File: src/hw/pmc_defines.svh
// Command codes, bit positions, reset values and fixed patterns of the PMBus control block
`ifndef PMC_DEFINES_SVH
`define PMC_DEFINES_SVH

// ****************************************************
// Command codes
// ****************************************************
`define PMC_CMD_OPERATION 8'h01
`define PMC_CMD_ON_OFF 8'h02
`define PMC_CMD_CLEAR 8'h03
`define PMC_CMD_WP 8'h10
`define PMC_CMD_STORE 8'h11
`define PMC_CMD_RESTORE 8'h12
`define PMC_CMD_STAT_BYTE 8'h78
`define PMC_CMD_STAT_WORD 8'h79
`define PMC_CMD_MFR_BASE 8'hD0
`define PMC_CMD_MFR_LAST 8'hD6

// ****************************************************
// Slave address and field positions
// ****************************************************
`define PMC_ADDR_PREFIX 3'h1
`define PMC_OP_ON_BIT 7
`define PMC_OP_MARGIN_HI 5
`define PMC_OP_MARGIN_LO 2
`define PMC_CFG_CMD_BIT 3
`define PMC_CFG_PIN_BIT 2
`define PMC_MARGIN_LOW_IGN 4'h5
`define PMC_MARGIN_LOW_ACT 4'h6
`define PMC_MARGIN_HIGH_IGN 4'h9
`define PMC_MARGIN_HIGH_ACT 4'hA
`define PMC_MFR_TRIM 3'h4
`define PMC_MFR_MARGIN 3'h5

// ****************************************************
// Reset and fixed values
// ****************************************************
`define PMC_CFG_FIXED_ONES 8'h13
`define PMC_CFG_RESET 8'h17
`define PMC_OP_RESET 8'h00
`define PMC_MFR_RESET 8'h00
`define PMC_WP_RESET 8'h00
`define PMC_UNSUP_READ 8'hFF
`define PMC_NVM_LAST 3'h7
`define PMC_SYNC_RESET 8'h03

`endif

File: src/hw/pmc_pkg.sv
// Types shared by the PMBus control block
package pmc_pkg;
   typedef logic [7:0] pmc_byte_t;
   typedef enum logic [2:0] {PMC_IDLE, PMC_RX, PMC_RX_ACK, PMC_TX, PMC_TX_ACK} pmc_bus_e;
   typedef enum logic [1:0] {PMC_SQ_IDLE, PMC_SQ_LOAD, PMC_SQ_SAVE} pmc_seq_e;
endpackage

File: src/hw/pmc_top.sv
// PMBus command decoder, operation and on/off registers, enable and margin control
`timescale 1ns/1ps
`include "pmc_defines.svh"
module pmc_top (
   input wire logic core_clk_in,
   input wire logic reset_in,
   input wire logic scl_in,
   input wire logic sda_in,
   output logic sda_drv_out,
   output logic sda_oe_out,
   output logic alert_drv_out,
   output logic alert_oe_out,
   input wire logic [3:0] addr_sel_in,
   input wire logic addr_done_in,
   input wire logic en_pin_in,
   input wire logic vout_ov_in,
   input wire logic iout_oc_in,
   input wire logic vin_uv_in,
   input wire logic over_temp_in,
   input wire logic power_good_in,
   output logic converter_en_out,
   output logic margin_low_out,
   output logic margin_high_out,
   output logic margin_act_fault_out,
   output logic [3:0] margin_level_out,
   output pmc_pkg::pmc_byte_t output_trim_out
);
   import pmc_pkg::*;

   // ****************************************************
   // Helper functions
   // ****************************************************
   // Codes the decoder knows
   function automatic logic is_supported(input pmc_byte_t cmd);
      logic ok;
      ok = 1'b0;
      case (cmd)
         `PMC_CMD_OPERATION, `PMC_CMD_ON_OFF, `PMC_CMD_CLEAR, `PMC_CMD_WP,
         `PMC_CMD_STORE, `PMC_CMD_RESTORE, `PMC_CMD_STAT_BYTE, `PMC_CMD_STAT_WORD: begin
            ok = 1'b1;
         end
         default: begin
            ok = (cmd >= `PMC_CMD_MFR_BASE) && (cmd <= `PMC_CMD_MFR_LAST);
         end
      endcase
      return ok;
   endfunction

   // Byte to send for a given byte index of a read
   function automatic pmc_byte_t tx_pick(input logic [1:0] idx, input pmc_byte_t lo,
                                         input pmc_byte_t hi, input logic word);
      pmc_byte_t v;
      v = `PMC_UNSUP_READ;
      if (idx == 2'h0) begin
         v = lo;
      end else if ((idx == 2'h1) && word) begin
         v = hi;
      end
      return v;
   endfunction

   // ****************************************************
   // Pin synchronisers
   // ****************************************************
   logic [7:0] pins_s;
   logic scl_s, sda_s, en_pin_s, ov_s, oc_s, uv_s, ot_s, pgood_s;

   pmc_sync #(.W(8), .RST_VAL(`PMC_SYNC_RESET)) u_sync (
      .core_clk_in(core_clk_in),
      .reset_in(reset_in),
      .d_in({power_good_in, over_temp_in, vin_uv_in, iout_oc_in, vout_ov_in,
             en_pin_in, sda_in, scl_in}),
      .q_out(pins_s)
   );
   assign {pgood_s, ot_s, uv_s, oc_s, ov_s, en_pin_s, sda_s, scl_s} = pins_s;

   // ****************************************************
   // Bus byte engine
   // ****************************************************
   pmc_bus_e state_q, state_d;
   logic scl_prev_q, scl_prev_d, sda_prev_q, sda_prev_d;
   pmc_byte_t shift_q, shift_d, cmd_q, cmd_d, data_q, data_d;
   logic [3:0] bit_q, bit_d;
   logic [1:0] idx_q, idx_d;
   logic rd_q, rd_d, mine_q, mine_d, oe_q, oe_d, txack_q, txack_d;
   logic scl_rise, scl_fall, start_c, stop_c, commit, rd_fault;
   pmc_byte_t rd_lo, stat_lo, stat_hi, tx_now;

   assign scl_rise = scl_s & ~scl_prev_q;
   assign scl_fall = ~scl_s & scl_prev_q;
   assign start_c = scl_s & scl_prev_q & sda_prev_q & ~sda_s;
   assign stop_c = scl_s & scl_prev_q & ~sda_prev_q & sda_s;

   // Next state of the byte engine; start and stop win over any bit activity
   always_comb begin
      state_d = state_q;
      scl_prev_d = scl_s;
      sda_prev_d = sda_s;
      shift_d = shift_q;
      cmd_d = cmd_q;
      data_d = data_q;
      bit_d = bit_q;
      idx_d = idx_q;
      rd_d = rd_q;
      mine_d = mine_q;
      oe_d = oe_q;
      txack_d = txack_q;
      commit = 1'b0;
      rd_fault = 1'b0;
      tx_now = tx_pick(idx_q + 2'h1, rd_lo, stat_hi, cmd_q == `PMC_CMD_STAT_WORD);
      if (start_c) begin
         // A repeated start keeps the command pointer
         state_d = PMC_RX;
         bit_d = 4'h0;
         idx_d = 2'h0;
         mine_d = 1'b0;
         oe_d = 1'b0;
      end else if (stop_c) begin
         commit = mine_q & ~rd_q & (idx_q != 2'h0);
         state_d = PMC_IDLE;
         mine_d = 1'b0;
         oe_d = 1'b0;
      end else begin
         case (state_q)
            PMC_RX: begin
               if (scl_rise) begin
                  shift_d = {shift_q[6:0], sda_s};
                  bit_d = bit_q + 4'h1;
               end else if (scl_fall && (bit_q == 4'h8)) begin
                  if (!mine_q) begin
                     if ((shift_q[7:1] == {`PMC_ADDR_PREFIX, addr_sel_in}) && addr_done_in) begin
                        mine_d = 1'b1;
                        rd_d = shift_q[0];
                        oe_d = 1'b1;
                        state_d = PMC_RX_ACK;
                        // reading an unknown code is a comm fault
                        rd_fault = shift_q[0] & ~is_supported(cmd_q);
                     end else begin
                        state_d = PMC_IDLE;
                     end
                  end else begin
                     // every byte is acknowledged, known or not
                     if (idx_q == 2'h0) begin
                        cmd_d = shift_q;
                     end
                     if (idx_q == 2'h1) begin
                        data_d = shift_q;
                     end
                     if (idx_q != 2'h3) begin
                        idx_d = idx_q + 2'h1;
                     end
                     oe_d = 1'b1;
                     state_d = PMC_RX_ACK;
                  end
               end
            end
            PMC_RX_ACK: begin
               if (scl_fall) begin
                  bit_d = 4'h0;
                  if (rd_q) begin
                     // first read byte leaves on this falling edge
                     shift_d = tx_pick(2'h0, rd_lo, stat_hi, cmd_q == `PMC_CMD_STAT_WORD);
                     oe_d = ~shift_d[7];
                     state_d = PMC_TX;
                  end else begin
                     oe_d = 1'b0;
                     state_d = PMC_RX;
                  end
               end
            end
            PMC_TX: begin
               if (scl_fall) begin
                  if (bit_q == 4'h7) begin
                     oe_d = 1'b0;
                     txack_d = 1'b0;
                     state_d = PMC_TX_ACK;
                  end else begin
                     shift_d = {shift_q[6:0], 1'b0};
                     oe_d = ~shift_q[6];
                     bit_d = bit_q + 4'h1;
                  end
               end
            end
            PMC_TX_ACK: begin
               if (scl_rise) begin
                  txack_d = ~sda_s;
               end else if (scl_fall) begin
                  if (txack_q) begin
                     // Host acked: next byte, a status word sends two
                     if (idx_q != 2'h3) begin
                        idx_d = idx_q + 2'h1;
                     end
                     shift_d = tx_now;
                     oe_d = ~tx_now[7];
                     bit_d = 4'h0;
                     state_d = PMC_TX;
                  end else begin
                     state_d = PMC_IDLE;
                  end
               end
            end
            default: begin
               oe_d = 1'b0;
            end
         endcase
      end
   end

   // Byte engine registers; lines idle high after reset
   always_ff @(posedge core_clk_in) begin
      if (reset_in) begin
         state_q <= PMC_IDLE;
         scl_prev_q <= 1'b1;
         sda_prev_q <= 1'b1;
         shift_q <= 8'h00;
         cmd_q <= 8'h00;
         data_q <= 8'h00;
         bit_q <= 4'h0;
         idx_q <= 2'h0;
         rd_q <= 1'b0;
         mine_q <= 1'b0;
         oe_q <= 1'b0;
         txack_q <= 1'b0;
      end else begin
         state_q <= state_d;
         scl_prev_q <= scl_prev_d;
         sda_prev_q <= sda_prev_d;
         shift_q <= shift_d;
         cmd_q <= cmd_d;
         data_q <= data_d;
         bit_q <= bit_d;
         idx_q <= idx_d;
         rd_q <= rd_d;
         mine_q <= mine_d;
         oe_q <= oe_d;
         txack_q <= txack_d;
      end
   end

   // ****************************************************
   // Register file and nonvolatile copy sequence
   // ****************************************************
   pmc_byte_t op_q, op_d, cfg_q, cfg_d, wp_q, wp_d;
   pmc_byte_t cust_q [7];
   pmc_byte_t cust_d [7];
   pmc_seq_e seq_q, seq_d;
   logic [2:0] sidx_q, sidx_d, pidx_q, pidx_d;
   logic pend_q, pend_d, nvm_we, clr_evt, cml_evt;
   pmc_byte_t nvm_wdata, nvm_rdata;

   pmc_nvm #(.W(8), .AW(3)) u_nvm (
      .core_clk_in(core_clk_in),
      .we_in(nvm_we),
      .waddr_in(sidx_q),
      .wdata_in(nvm_wdata),
      .raddr_in(sidx_q),
      .rdata_out(nvm_rdata)
   );

   // Sequence and commit; a commit lands after any restore data in the same cycle
   always_comb begin
      op_d = op_q;
      cfg_d = cfg_q;
      wp_d = wp_q;
      cust_d = cust_q;
      seq_d = seq_q;
      sidx_d = sidx_q;
      pend_d = (seq_q == PMC_SQ_LOAD);
      pidx_d = sidx_q;
      nvm_we = 1'b0;
      clr_evt = 1'b0;
      cml_evt = 1'b0;
      nvm_wdata = (sidx_q == 3'h0) ? cfg_q : cust_q[sidx_q - 3'h1];
      // registered read data lands one cycle after its address
      if (pend_q) begin
         if (pidx_q == 3'h0) begin
            cfg_d = nvm_rdata | `PMC_CFG_FIXED_ONES;
         end else begin
            cust_d[pidx_q - 3'h1] = nvm_rdata;
         end
      end
      case (seq_q)
         PMC_SQ_LOAD, PMC_SQ_SAVE: begin
            // one cell per cycle while saving
            nvm_we = (seq_q == PMC_SQ_SAVE);
            sidx_d = sidx_q + 3'h1;
            if (sidx_q == `PMC_NVM_LAST) begin
               seq_d = PMC_SQ_IDLE;
            end
         end
         default: begin
            sidx_d = 3'h0;
         end
      endcase
      if (commit) begin
         if (!is_supported(cmd_q)) begin
            // ignored, only the fault flag moves
            cml_evt = 1'b1;
         end else if (idx_q == 2'h1) begin
            // bare code; other codes just set the read pointer
            case (cmd_q)
               `PMC_CMD_CLEAR: clr_evt = 1'b1;
               `PMC_CMD_STORE: seq_d = PMC_SQ_SAVE;
               `PMC_CMD_RESTORE: seq_d = PMC_SQ_LOAD;
               default: clr_evt = 1'b0;
            endcase
         end else if (idx_q == 2'h2) begin
            case (cmd_q)
               `PMC_CMD_OPERATION: op_d = data_q;
               `PMC_CMD_ON_OFF: cfg_d = data_q | `PMC_CFG_FIXED_ONES;
               `PMC_CMD_WP: wp_d = data_q;
               `PMC_CMD_CLEAR, `PMC_CMD_STORE, `PMC_CMD_RESTORE: cml_evt = 1'b1;
               `PMC_CMD_STAT_BYTE, `PMC_CMD_STAT_WORD: cml_evt = 1'b0;
               default: cust_d[cmd_q[2:0]] = data_q;
            endcase
         end else begin
            cml_evt = 1'b1;
         end
      end
   end

   // reset starts a restore so saved values return
   always_ff @(posedge core_clk_in) begin
      if (reset_in) begin
         op_q <= `PMC_OP_RESET;
         cfg_q <= `PMC_CFG_RESET;
         wp_q <= `PMC_WP_RESET;
         for (int i = 0; i < 7; i++) begin
            cust_q[i] <= `PMC_MFR_RESET;
         end
         seq_q <= PMC_SQ_LOAD;
         sidx_q <= 3'h0;
         pidx_q <= 3'h0;
         pend_q <= 1'b0;
      end else begin
         op_q <= op_d;
         cfg_q <= cfg_d;
         wp_q <= wp_d;
         cust_q <= cust_d;
         seq_q <= seq_d;
         sidx_q <= sidx_d;
         pidx_q <= pidx_d;
         pend_q <= pend_d;
      end
   end

   // ****************************************************
   // Status, enable and margin outputs
   // ****************************************************
   logic [4:0] flags_q, flags_d;
   logic en_q, en_d, mlow_q, mlow_d, mhigh_q, mhigh_d, mact_q, mact_d, alert_q, alert_d;
   logic [3:0] mlev_q, mlev_d;
   logic cmd_gate, pin_gate, on_bit;

   // gate bits, pin gate set out of reset
   assign cmd_gate = cfg_q[`PMC_CFG_CMD_BIT];
   assign pin_gate = cfg_q[`PMC_CFG_PIN_BIT];
   assign on_bit = op_q[`PMC_OP_ON_BIT];
   // Flags: cml, temp, input uv, output oc, output ov
   assign stat_lo = {1'b0, ~en_q, flags_q[0], flags_q[1], flags_q[2], flags_q[3],
                     flags_q[4], 1'b0};
   assign stat_hi = {flags_q[0], flags_q[1], flags_q[2], 1'b0, ~pgood_s, 3'h0};

   // Read data for the current command pointer
   always_comb begin
      case (cmd_q)
         `PMC_CMD_OPERATION: rd_lo = op_q;
         `PMC_CMD_ON_OFF: rd_lo = cfg_q;
         `PMC_CMD_WP: rd_lo = wp_q;
         `PMC_CMD_STAT_BYTE, `PMC_CMD_STAT_WORD: rd_lo = stat_lo;
         default: begin
            rd_lo = `PMC_UNSUP_READ;
            if (is_supported(cmd_q)) begin
               rd_lo = cust_q[cmd_q[2:0]];
            end
         end
      endcase
   end

   // Enable source selection and margin decode
   always_comb begin
      // set wins over clear so a standing fault keeps alert low
      flags_d = (flags_q & ~{5{clr_evt}}) | {cml_evt | rd_fault, ot_s, uv_s, oc_s, ov_s};
      alert_d = |flags_d;
      case ({cmd_gate, pin_gate})
         2'h1: en_d = en_pin_s;
         2'h2: en_d = on_bit;
         2'h3: en_d = on_bit & en_pin_s;
         default: en_d = addr_done_in;
      endcase
      mlow_d = 1'b0;
      mhigh_d = 1'b0;
      mact_d = 1'b0;
      case (op_q[`PMC_OP_MARGIN_HI:`PMC_OP_MARGIN_LO])
         `PMC_MARGIN_LOW_IGN: mlow_d = 1'b1;
         `PMC_MARGIN_LOW_ACT: begin
            mlow_d = 1'b1;
            mact_d = 1'b1;
         end
         `PMC_MARGIN_HIGH_IGN: mhigh_d = 1'b1;
         `PMC_MARGIN_HIGH_ACT: begin
            mhigh_d = 1'b1;
            mact_d = 1'b1;
         end
         default: mlow_d = 1'b0;
      endcase
      // High level in upper nibble, low level in lower nibble
      mlev_d = 4'h0;
      if (mhigh_d) begin
         mlev_d = cust_q[`PMC_MFR_MARGIN][7:4];
      end else if (mlow_d) begin
         mlev_d = cust_q[`PMC_MFR_MARGIN][3:0];
      end
   end

   // Output flops; the converter stays off through reset
   always_ff @(posedge core_clk_in) begin
      if (reset_in) begin
         flags_q <= 5'h00;
         alert_q <= 1'b0;
         en_q <= 1'b0;
         mlow_q <= 1'b0;
         mhigh_q <= 1'b0;
         mact_q <= 1'b0;
         mlev_q <= 4'h0;
      end else begin
         flags_q <= flags_d;
         alert_q <= alert_d;
         en_q <= en_d;
         mlow_q <= mlow_d;
         mhigh_q <= mhigh_d;
         mact_q <= mact_d;
         mlev_q <= mlev_d;
      end
   end

   // Open-drain pins only ever pull low
   assign sda_drv_out = 1'b0;
   assign alert_drv_out = 1'b0;
   assign sda_oe_out = oe_q;
   assign alert_oe_out = alert_q;
   assign converter_en_out = en_q;
   assign margin_low_out = mlow_q;
   assign margin_high_out = mhigh_q;
   assign margin_act_fault_out = mact_q;
   assign margin_level_out = mlev_q;
   assign output_trim_out = cust_q[`PMC_MFR_TRIM];
endmodule // pmc_top

File: src/hw/pmc_sync.sv
// Two-flop synchroniser for a group of pin inputs
`timescale 1ns/1ps
module pmc_sync #(
   parameter int W = 8,
   parameter logic [W-1:0] RST_VAL = '0
) (
   input wire logic core_clk_in,
   input wire logic reset_in,
   input wire logic [W-1:0] d_in,
   output logic [W-1:0] q_out
);
   logic [W-1:0] meta_q;
   // ****************************************************
   // Only the second stage is visible outside
   // ****************************************************
   always_ff @(posedge core_clk_in) begin
      if (reset_in) begin
         meta_q <= RST_VAL;
         q_out <= RST_VAL;
      end else begin
         meta_q <= d_in;
         q_out <= meta_q;
      end
   end
endmodule // pmc_sync

File: src/hw/pmc_nvm.sv
// Small nonvolatile store model with registered read data
`timescale 1ns/1ps
`include "pmc_defines.svh"
module pmc_nvm #(
   parameter int W = 8,
   parameter int AW = 3
) (
   input wire logic core_clk_in,
   input wire logic we_in,
   input wire logic [AW-1:0] waddr_in,
   input wire logic [W-1:0] wdata_in,
   input wire logic [AW-1:0] raddr_in,
   output logic [W-1:0] rdata_out
);
   logic [W-1:0] mem [2**AW];
   // Factory contents; the array is never reset so it survives reset
   initial begin
      for (int i = 0; i < 2**AW; i++) begin
         mem[i] = (i == 0) ? W'(`PMC_CFG_RESET) : W'(`PMC_MFR_RESET);
      end
   end
   // ****************************************************
   // Write port and registered read port
   // ****************************************************
   always_ff @(posedge core_clk_in) begin
      if (we_in) begin
         mem[waddr_in] <= wdata_in;
      end
      rdata_out <= mem[raddr_in];
   end
endmodule // pmc_nvm

File: config.mk
export PLATFORM = sky130hd
export DESIGN_NAME = pmc_top
export DESIGN_NICKNAME = d
export VERILOG_FILES = /design/src/hw/pmc_pkg.sv /design/src/hw/pmc_top.sv /design/src/hw/pmc_sync.sv /design/src/hw/pmc_nvm.sv
export VERILOG_INCLUDE_DIRS = /design/src /design/src/hw
export SDC_FILE = /design/constraint.sdc
export NUM_CORES = 1
export LEC_CHECK = 0
export BUFFER_PORTS_ARGS = -buffer_cell sky130_fd_sc_hd__buf_4
export CAP_MARGIN = 20
export CORE_MARGIN = 3
export CORE_UTILIZATION = 30
export CTS_BUF_LIST = sky130_fd_sc_hd__clkbuf_16
export CTS_CLUSTER_DIAMETER = 120
export DETAILED_ROUTE_END_ITERATION = 6
export PLACE_DENSITY = 0.51
export REMOVE_ABC_BUFFERS = 1
export SYNTH_ARGS = -nofsm -noshare
export SYNTH_HDL_FRONTEND = slang
export SYNTH_SLANG_ARGS = --single-unit
File: constraint.sdc
create_clock -name core_clk_in -period 5 [get_ports core_clk_in]
set_input_delay 0.75 -clock core_clk_in [delete_from_list [all_inputs] [get_ports core_clk_in]]
set_output_delay 0.75 -clock core_clk_in [all_outputs]
set_load 0.005 [all_outputs]
Yosys cells after proc, flatten, opt, wreduce, memory -nomap -nowiden
Memory sizes are Yosys's and may differ from the RTL's. A register that Yosys moved wholly into a read port is not among the register bits.
Index checks and enable logic that the tools add are counted.
{"block": "op_classes", "n_addsub": 5, "magnitude_cmp": 7, "n_eq_ne": 50, "mux": 136, "bitwise_logic": 35, "n_reduce_logical": 40}
{"operator": "$mux W56", "count": 7}
{"operator": "$mux W8", "count": 30}
{"operator": "$bwmux W56", "count": 2}
{"operator": "$pmux W8 S4", "count": 2}
{"operator": "$mux W1", "count": 52}
{"operator": "$bmux W8 S3", "count": 2}
{"operator": "$demux W8 S3", "count": 2}
{"operator": "$mux W4", "count": 9}
{"operator": "$reduce_and A8 Y1", "count": 4}
{"operator": "$mux W2", "count": 15}
{"operator": "$ne A2 B2 Y1 const B", "count": 14}
{"operator": "$ne A4 B4 Y1 const B", "count": 7}
{"operator": "$eq A8 B5 Y1 const B", "count": 3}
{"operator": "$mux W3", "count": 8}
{"operator": "$reduce_and A7 Y1", "count": 3}
{"operator": "$not A1 Y1", "count": 17}
{"operator": "$eq A8 B2 Y1 const B", "count": 2}
{"operator": "$eq A8 B7 Y1 const B", "count": 2}
{"operator": "$pmux W4 S4", "count": 1}
{"operator": "$reduce_or A2 Y1", "count": 7}
{"operator": "$eq A4 B3 Y1 const B", "count": 3}
{"operator": "$eq A4 B4 Y1 const B", "count": 3}
{"operator": "$ge A4 B4 Y1 const B", "count": 3}
{"operator": "$not A3 Y4", "count": 3}
{"operator": "39 further kinds", "count": 72}
{"block": "word_totals", "ff_bits": 158, "ramBits": 64, "input_bits": 15, "out_inout_bits": 20, "elab_cells": 310, "n_memories": 1}
{"name": "u_nvm.mem", "words": 8, "word_bits": 8, "rd": 1, "rd_clocked_by_memory_dff": 1, "wr": 1, "line": "pmc_nvm.sv:15", "rtl": "logic [W-1:0] mem [2**AW];"}

Logic depth before layout (Yosys ltp)
{"block": "depth", "depth_word": 22, "mapped_depth": 10, "depth_no_buf": 8}

Cells and area by module
From an unflattened synthesis, not the netlist that was laid out.
{"block": "hier_totals", "hier_cells": 1066, "hier_area_um2": 11532.3}
{"module": "pmc_top", "n_inst": 1, "cells_per_inst": 919, "area_per_inst_um2": 8401.8, "seq_area_each_um2": 2842.7}
{"module": "pmc_nvm", "n_inst": 1, "cells_per_inst": 114, "area_per_inst_um2": 2691.3, "seq_area_each_um2": 2082.0}
{"module": "pmc_sync", "n_inst": 1, "cells_per_inst": 33, "area_per_inst_um2": 439.2, "seq_area_each_um2": 320.3}

Worst setup path after synthesis
No wires, ideal clock.
{"block": "synth_timing", "path_type": "register -> register", "startpoint": "reg sidx_q[1], in the netlist pidx_d[1]", "endpoint": "mem u_nvm.mem[0][7] (data pin)", "setup_ps": 299, "t_arrival_ps": 2470, "required_time_ps": 4701, "setup_slack_ps": 2231, "stages_incl_launch_ff": 9, "n_path_buf": 3, "synth_period_minus_slack_ps": 2769, "cell_sequence": "dfxtp_1 clkbuf_1 inv_1 ha_1 clkbuf_1 buf_1 mux4_2 o21ai_0 a21oi_1"}
{"block": "synth_between", "elab_chain_cells": 6, "word_cells_on_any_way": 7, "cone_classes": "1 x add/sub; 4 x mux; 1 x bitwise; 1 x reduce/logical"}
{"item": "start, declared", "line": "pmc_top.sv:247", "rtl": "logic [2:0] sidx_q, sidx_d, pidx_q, pidx_d;"}
{"item": "start signal, assigned", "line": "pmc_top.sv:341", "rtl": "sidx_q <= sidx_d;"}
{"item": "$sub A3 B1 Y3", "line": "pmc_top.sv:273", "rtl": "nvm_wdata = (sidx_q == 3'h0) ? cfg_q : cust_q[sidx_q - 3'h1];"}
{"item": "$not A3 Y4 (not written as such)", "line": "pmc_top.sv:273"}
{"item": "$bmux W8 S3", "line": "pmc_top.sv:273"}
{"item": "$mux W8 (not written as such) (2 in series)", "line": "pmc_top.sv:273"}
{"item": "$mux W8 *", "line": "pmc_top.sv:273"}
{"item": "via nvm_wdata[7]", "line": "pmc_top.sv:249", "rtl": "pmc_byte_t nvm_wdata, nvm_rdata;"}
{"item": "end, declared", "line": "pmc_nvm.sv:15"}
The timed path passes the listed nets; every way through them passes the cells marked *. The select of a mux whose other input is x is not followed.

Worst setup path after layout
{"block": "layout_timing", "startpoint": "reg sidx_q[1], in the netlist pidx_d[1]", "endpoint": "mem u_nvm.mem[4][5] (data pin)"}
Same word-level chain as after synthesis.

==> metrics <==
RSZ-0062 raised after global routing no; Die Y around 200 um; Hold Fails Final Rpt 0; Max Cap Violations 0; worst hold path type primary input to flop; Rel. slew slack a little over a third; most common cell after layout, fill and taps aside dfxtp_1; initial antenna violation count 0; first-pass GRT wire length just over 50 mm; post-CTS setup buffers 0; critical-path cell with the highest stage delay ha_1; GRT Total Usage roughly 17%; DRC viols 0; DIE AREA around 0.040 mm^2; syn_area_per_cell 10.1 um^2; core area roughly 0.037 mm^2; clk root buf clkbuf_16; CTS tree yes; post-CTS resize count 0; crit path launch pidx_d[1]; GPL Wtd Cong 0.925; hold_buf cts 0; ys flop type dfxtp_1; number of routed nets with antenna violations 0; row count 70; Arrival @ worst endpoint roughly 3.7 ns; R2R setup slack between 1.5 and 2 ns; RR Endpoint u_nvm.mem[4][5]; Final min period around 3.4 ns; Crit Path Category flop to flop; Setup Viol. Count Final 0; WL/cell between 20 and 25 um; biggest regs u_nvm.mem: 64 flops, cust_q: 48 flops; power per cell area approximately 330 mW/mm^2; io pins 35; Starting DRT DRC Count around 700; max frequency 292 MHz; CP startpoint kind flop; commonest cells after routing, fill and taps aside dfxtp_1, nor2_1, mux2i_1, a211oi_1, edfxtp_1; post-synth cell types 82; CTS Sinks 230; Clock Path Buffers 3; crit-path max FO 21; Final Net Count 1136; largest net degree at the start of global routing between 90 and 100; Seq cells post-synth between 200 and 250; area grow syn2layout 12.8%; worst slew pin tran roughly 0.97 ns; CTS H-tree depth 1; Mapped Cells between 1000 and 1500; Inst Count DP 1581; Netlist Area Pre-Place between 0.01 and 0.015 mm^2; Critical Path Sink Type flop; RR Startpoint pidx_d[1]; TritonRoute pass-1 iters 5; fraction of layout cells with a size suffix above 1 about 13%; number of global-route vias before repair about 8000; TNS Setup 0 ns; Setup Skew roughly 0.034 ns; Non-Filler Instances between 1500 and 2000; register area share after synthesis a little under half; HPWL Detailed ~23 mm; clk slew on worst S/H paths ~0.06 ns; Worst-Skew Late Latency 0.56 ns; ys async rst share 0%; port buffer count 32; Ant. Diodes 0; Slew Limit Fails 0; Largest register FFs 64; critical path required time 5.25 ns; period utilisation layout approximately two thirds; register with the most flip-flops u_nvm.mem; R2R cell count 7; drt via density 5.27; Initial Util a little under a third; Critical Path End u_nvm.mem[4][5]; Ys Warns 0; delay of the slowest critical-path stage 0.82 ns; worst vdd ir around 0.00021 V; drt total wl between 30 and 40 mm; die span in x between 150 and 200 um; Vias 8591; Cell Chain, Critical Path buf_4, inv_1, ha_1, nor2b_1, a221o_1, o21ai_0, a21oi_1; Post-synth EDFFs 64; status finished, final reports clean; Leak between 4 and 5 nW; CTS Buf Count 26; remaining global-route overflow 0
## cell usage after synthesis (12+ instances only)
cell	n	area [um^2]
nor3b_1	12	90.1
clkbuf_1	51	191
mux4_2	15	338
buf_2	14	70.1
a211oi_1	66	495
nand2b_1	13	81.3
inv_1	16	60.1
nor2_1	158	593
nor2b_1	26	163
o21ai_0	44	220
dfxtp_1	166	3320
nor3_1	23	115
ha_1	15	188
mux2_2	15	169
or2_2	13	81.3
a21oi_1	47	235
mux2i_1	122	1220
a221o_1	13	130
edfxtp_1	64	1920
nand2_1	48	180
## critical path, delay by kind of cell (launching register included)
kind            cells  cell delay, ns
flops               1            0.31
buf+inv             2            0.46
compound gates      3            0.96
fa+ha+maj           1            0.82
simple gates        1            0.56
## power breakdown
group	switching [W]	total, W	internal [W]	leakage, nW
Combinational	0.000172	0.000275	0.000103	2.52
Clock	0.000777	0.00188	0.00110	0.430
Sequential	0.0000565	0.00203	0.00197	1.92
## cells by family (layout without fill, tap and decap cells)
logic type | Yosys count | after routing | synth area share [%]
and+or+nand+nor | 359 | 359 | 16.0
AOI/OAI and AO/OA | 250 | 250 | 15.5
muxes | 152 | 152 | 15.3
xor gates and xnor gates | 11 | 11 | 0.853
adders and majority gates | 15 | 15 | 1.66
buffers and inverters | 104 | 107 | 4.15
other | 1 | 2 | 0.0332
DFF | 230 | 230 | 46.5
## worst min path at each step
stage                  endpoint  cells after the start              from  slack [ns]
2_1_floorplan   u_sync.q_out[0]                      1  u_sync.meta_q[0]        0.39
3_3_place_gp    u_sync.q_out[1]                      1  u_sync.meta_q[1]        0.40
3_5_place_dp    u_sync.q_out[0]                      1  u_sync.meta_q[0]        0.39
4_1_cts        u_sync.meta_q[1]                      2            sda_in        0.38
5_1_grt        u_sync.meta_q[1]                      2            sda_in        0.38
6_report       u_sync.meta_q[1]                      2            sda_in        0.40
## metrics by stage
| step | cell area [um^2] | power (W) | utilization, % | hold WS (ns) | setup WS (ns) |
|---|---|---|---|---|---|
| final | 12700 | 0.00419 | 34.5 | 0.402 | 1.58 |
| after global routing | 12700 | 0.00435 | 34.5 | 0.383 | 1.27 |
| after CTS | 12700 | 0.00424 | 34.5 | 0.382 | 1.64 |
| after detailed placement | 11900 | 0.00235 | 32.2 | 0.393 | 1.67 |
| after global placement | 11900 | 0.00234 | 32.2 | 0.399 | 1.82 |
| after floorplan | 10900 | 0.00222 | - | 0.389 | 1.22 |
## area by class of cell
class	instances	area [um^2]
well taps	504	631
fillers	3688	24100
clock inverters	22	200
clock buffers	26	651
repair buffers	43	339
flip-flops and latches	230	5250
inverters	16	60.1
multi-input cells	789	5610
## routing by layer
layer	global-route usage, %	vias up	share of wire (%)	wire [um]
met3	2.85	49	5.9	1970
met1	24.4	4202	47	15700
met2	25.3	255	45	14900
met5	0	-	0	0
li1	-	4085	-	-
met4	4.19	0	2.2	741
Power figures use the tool's default switching activity.
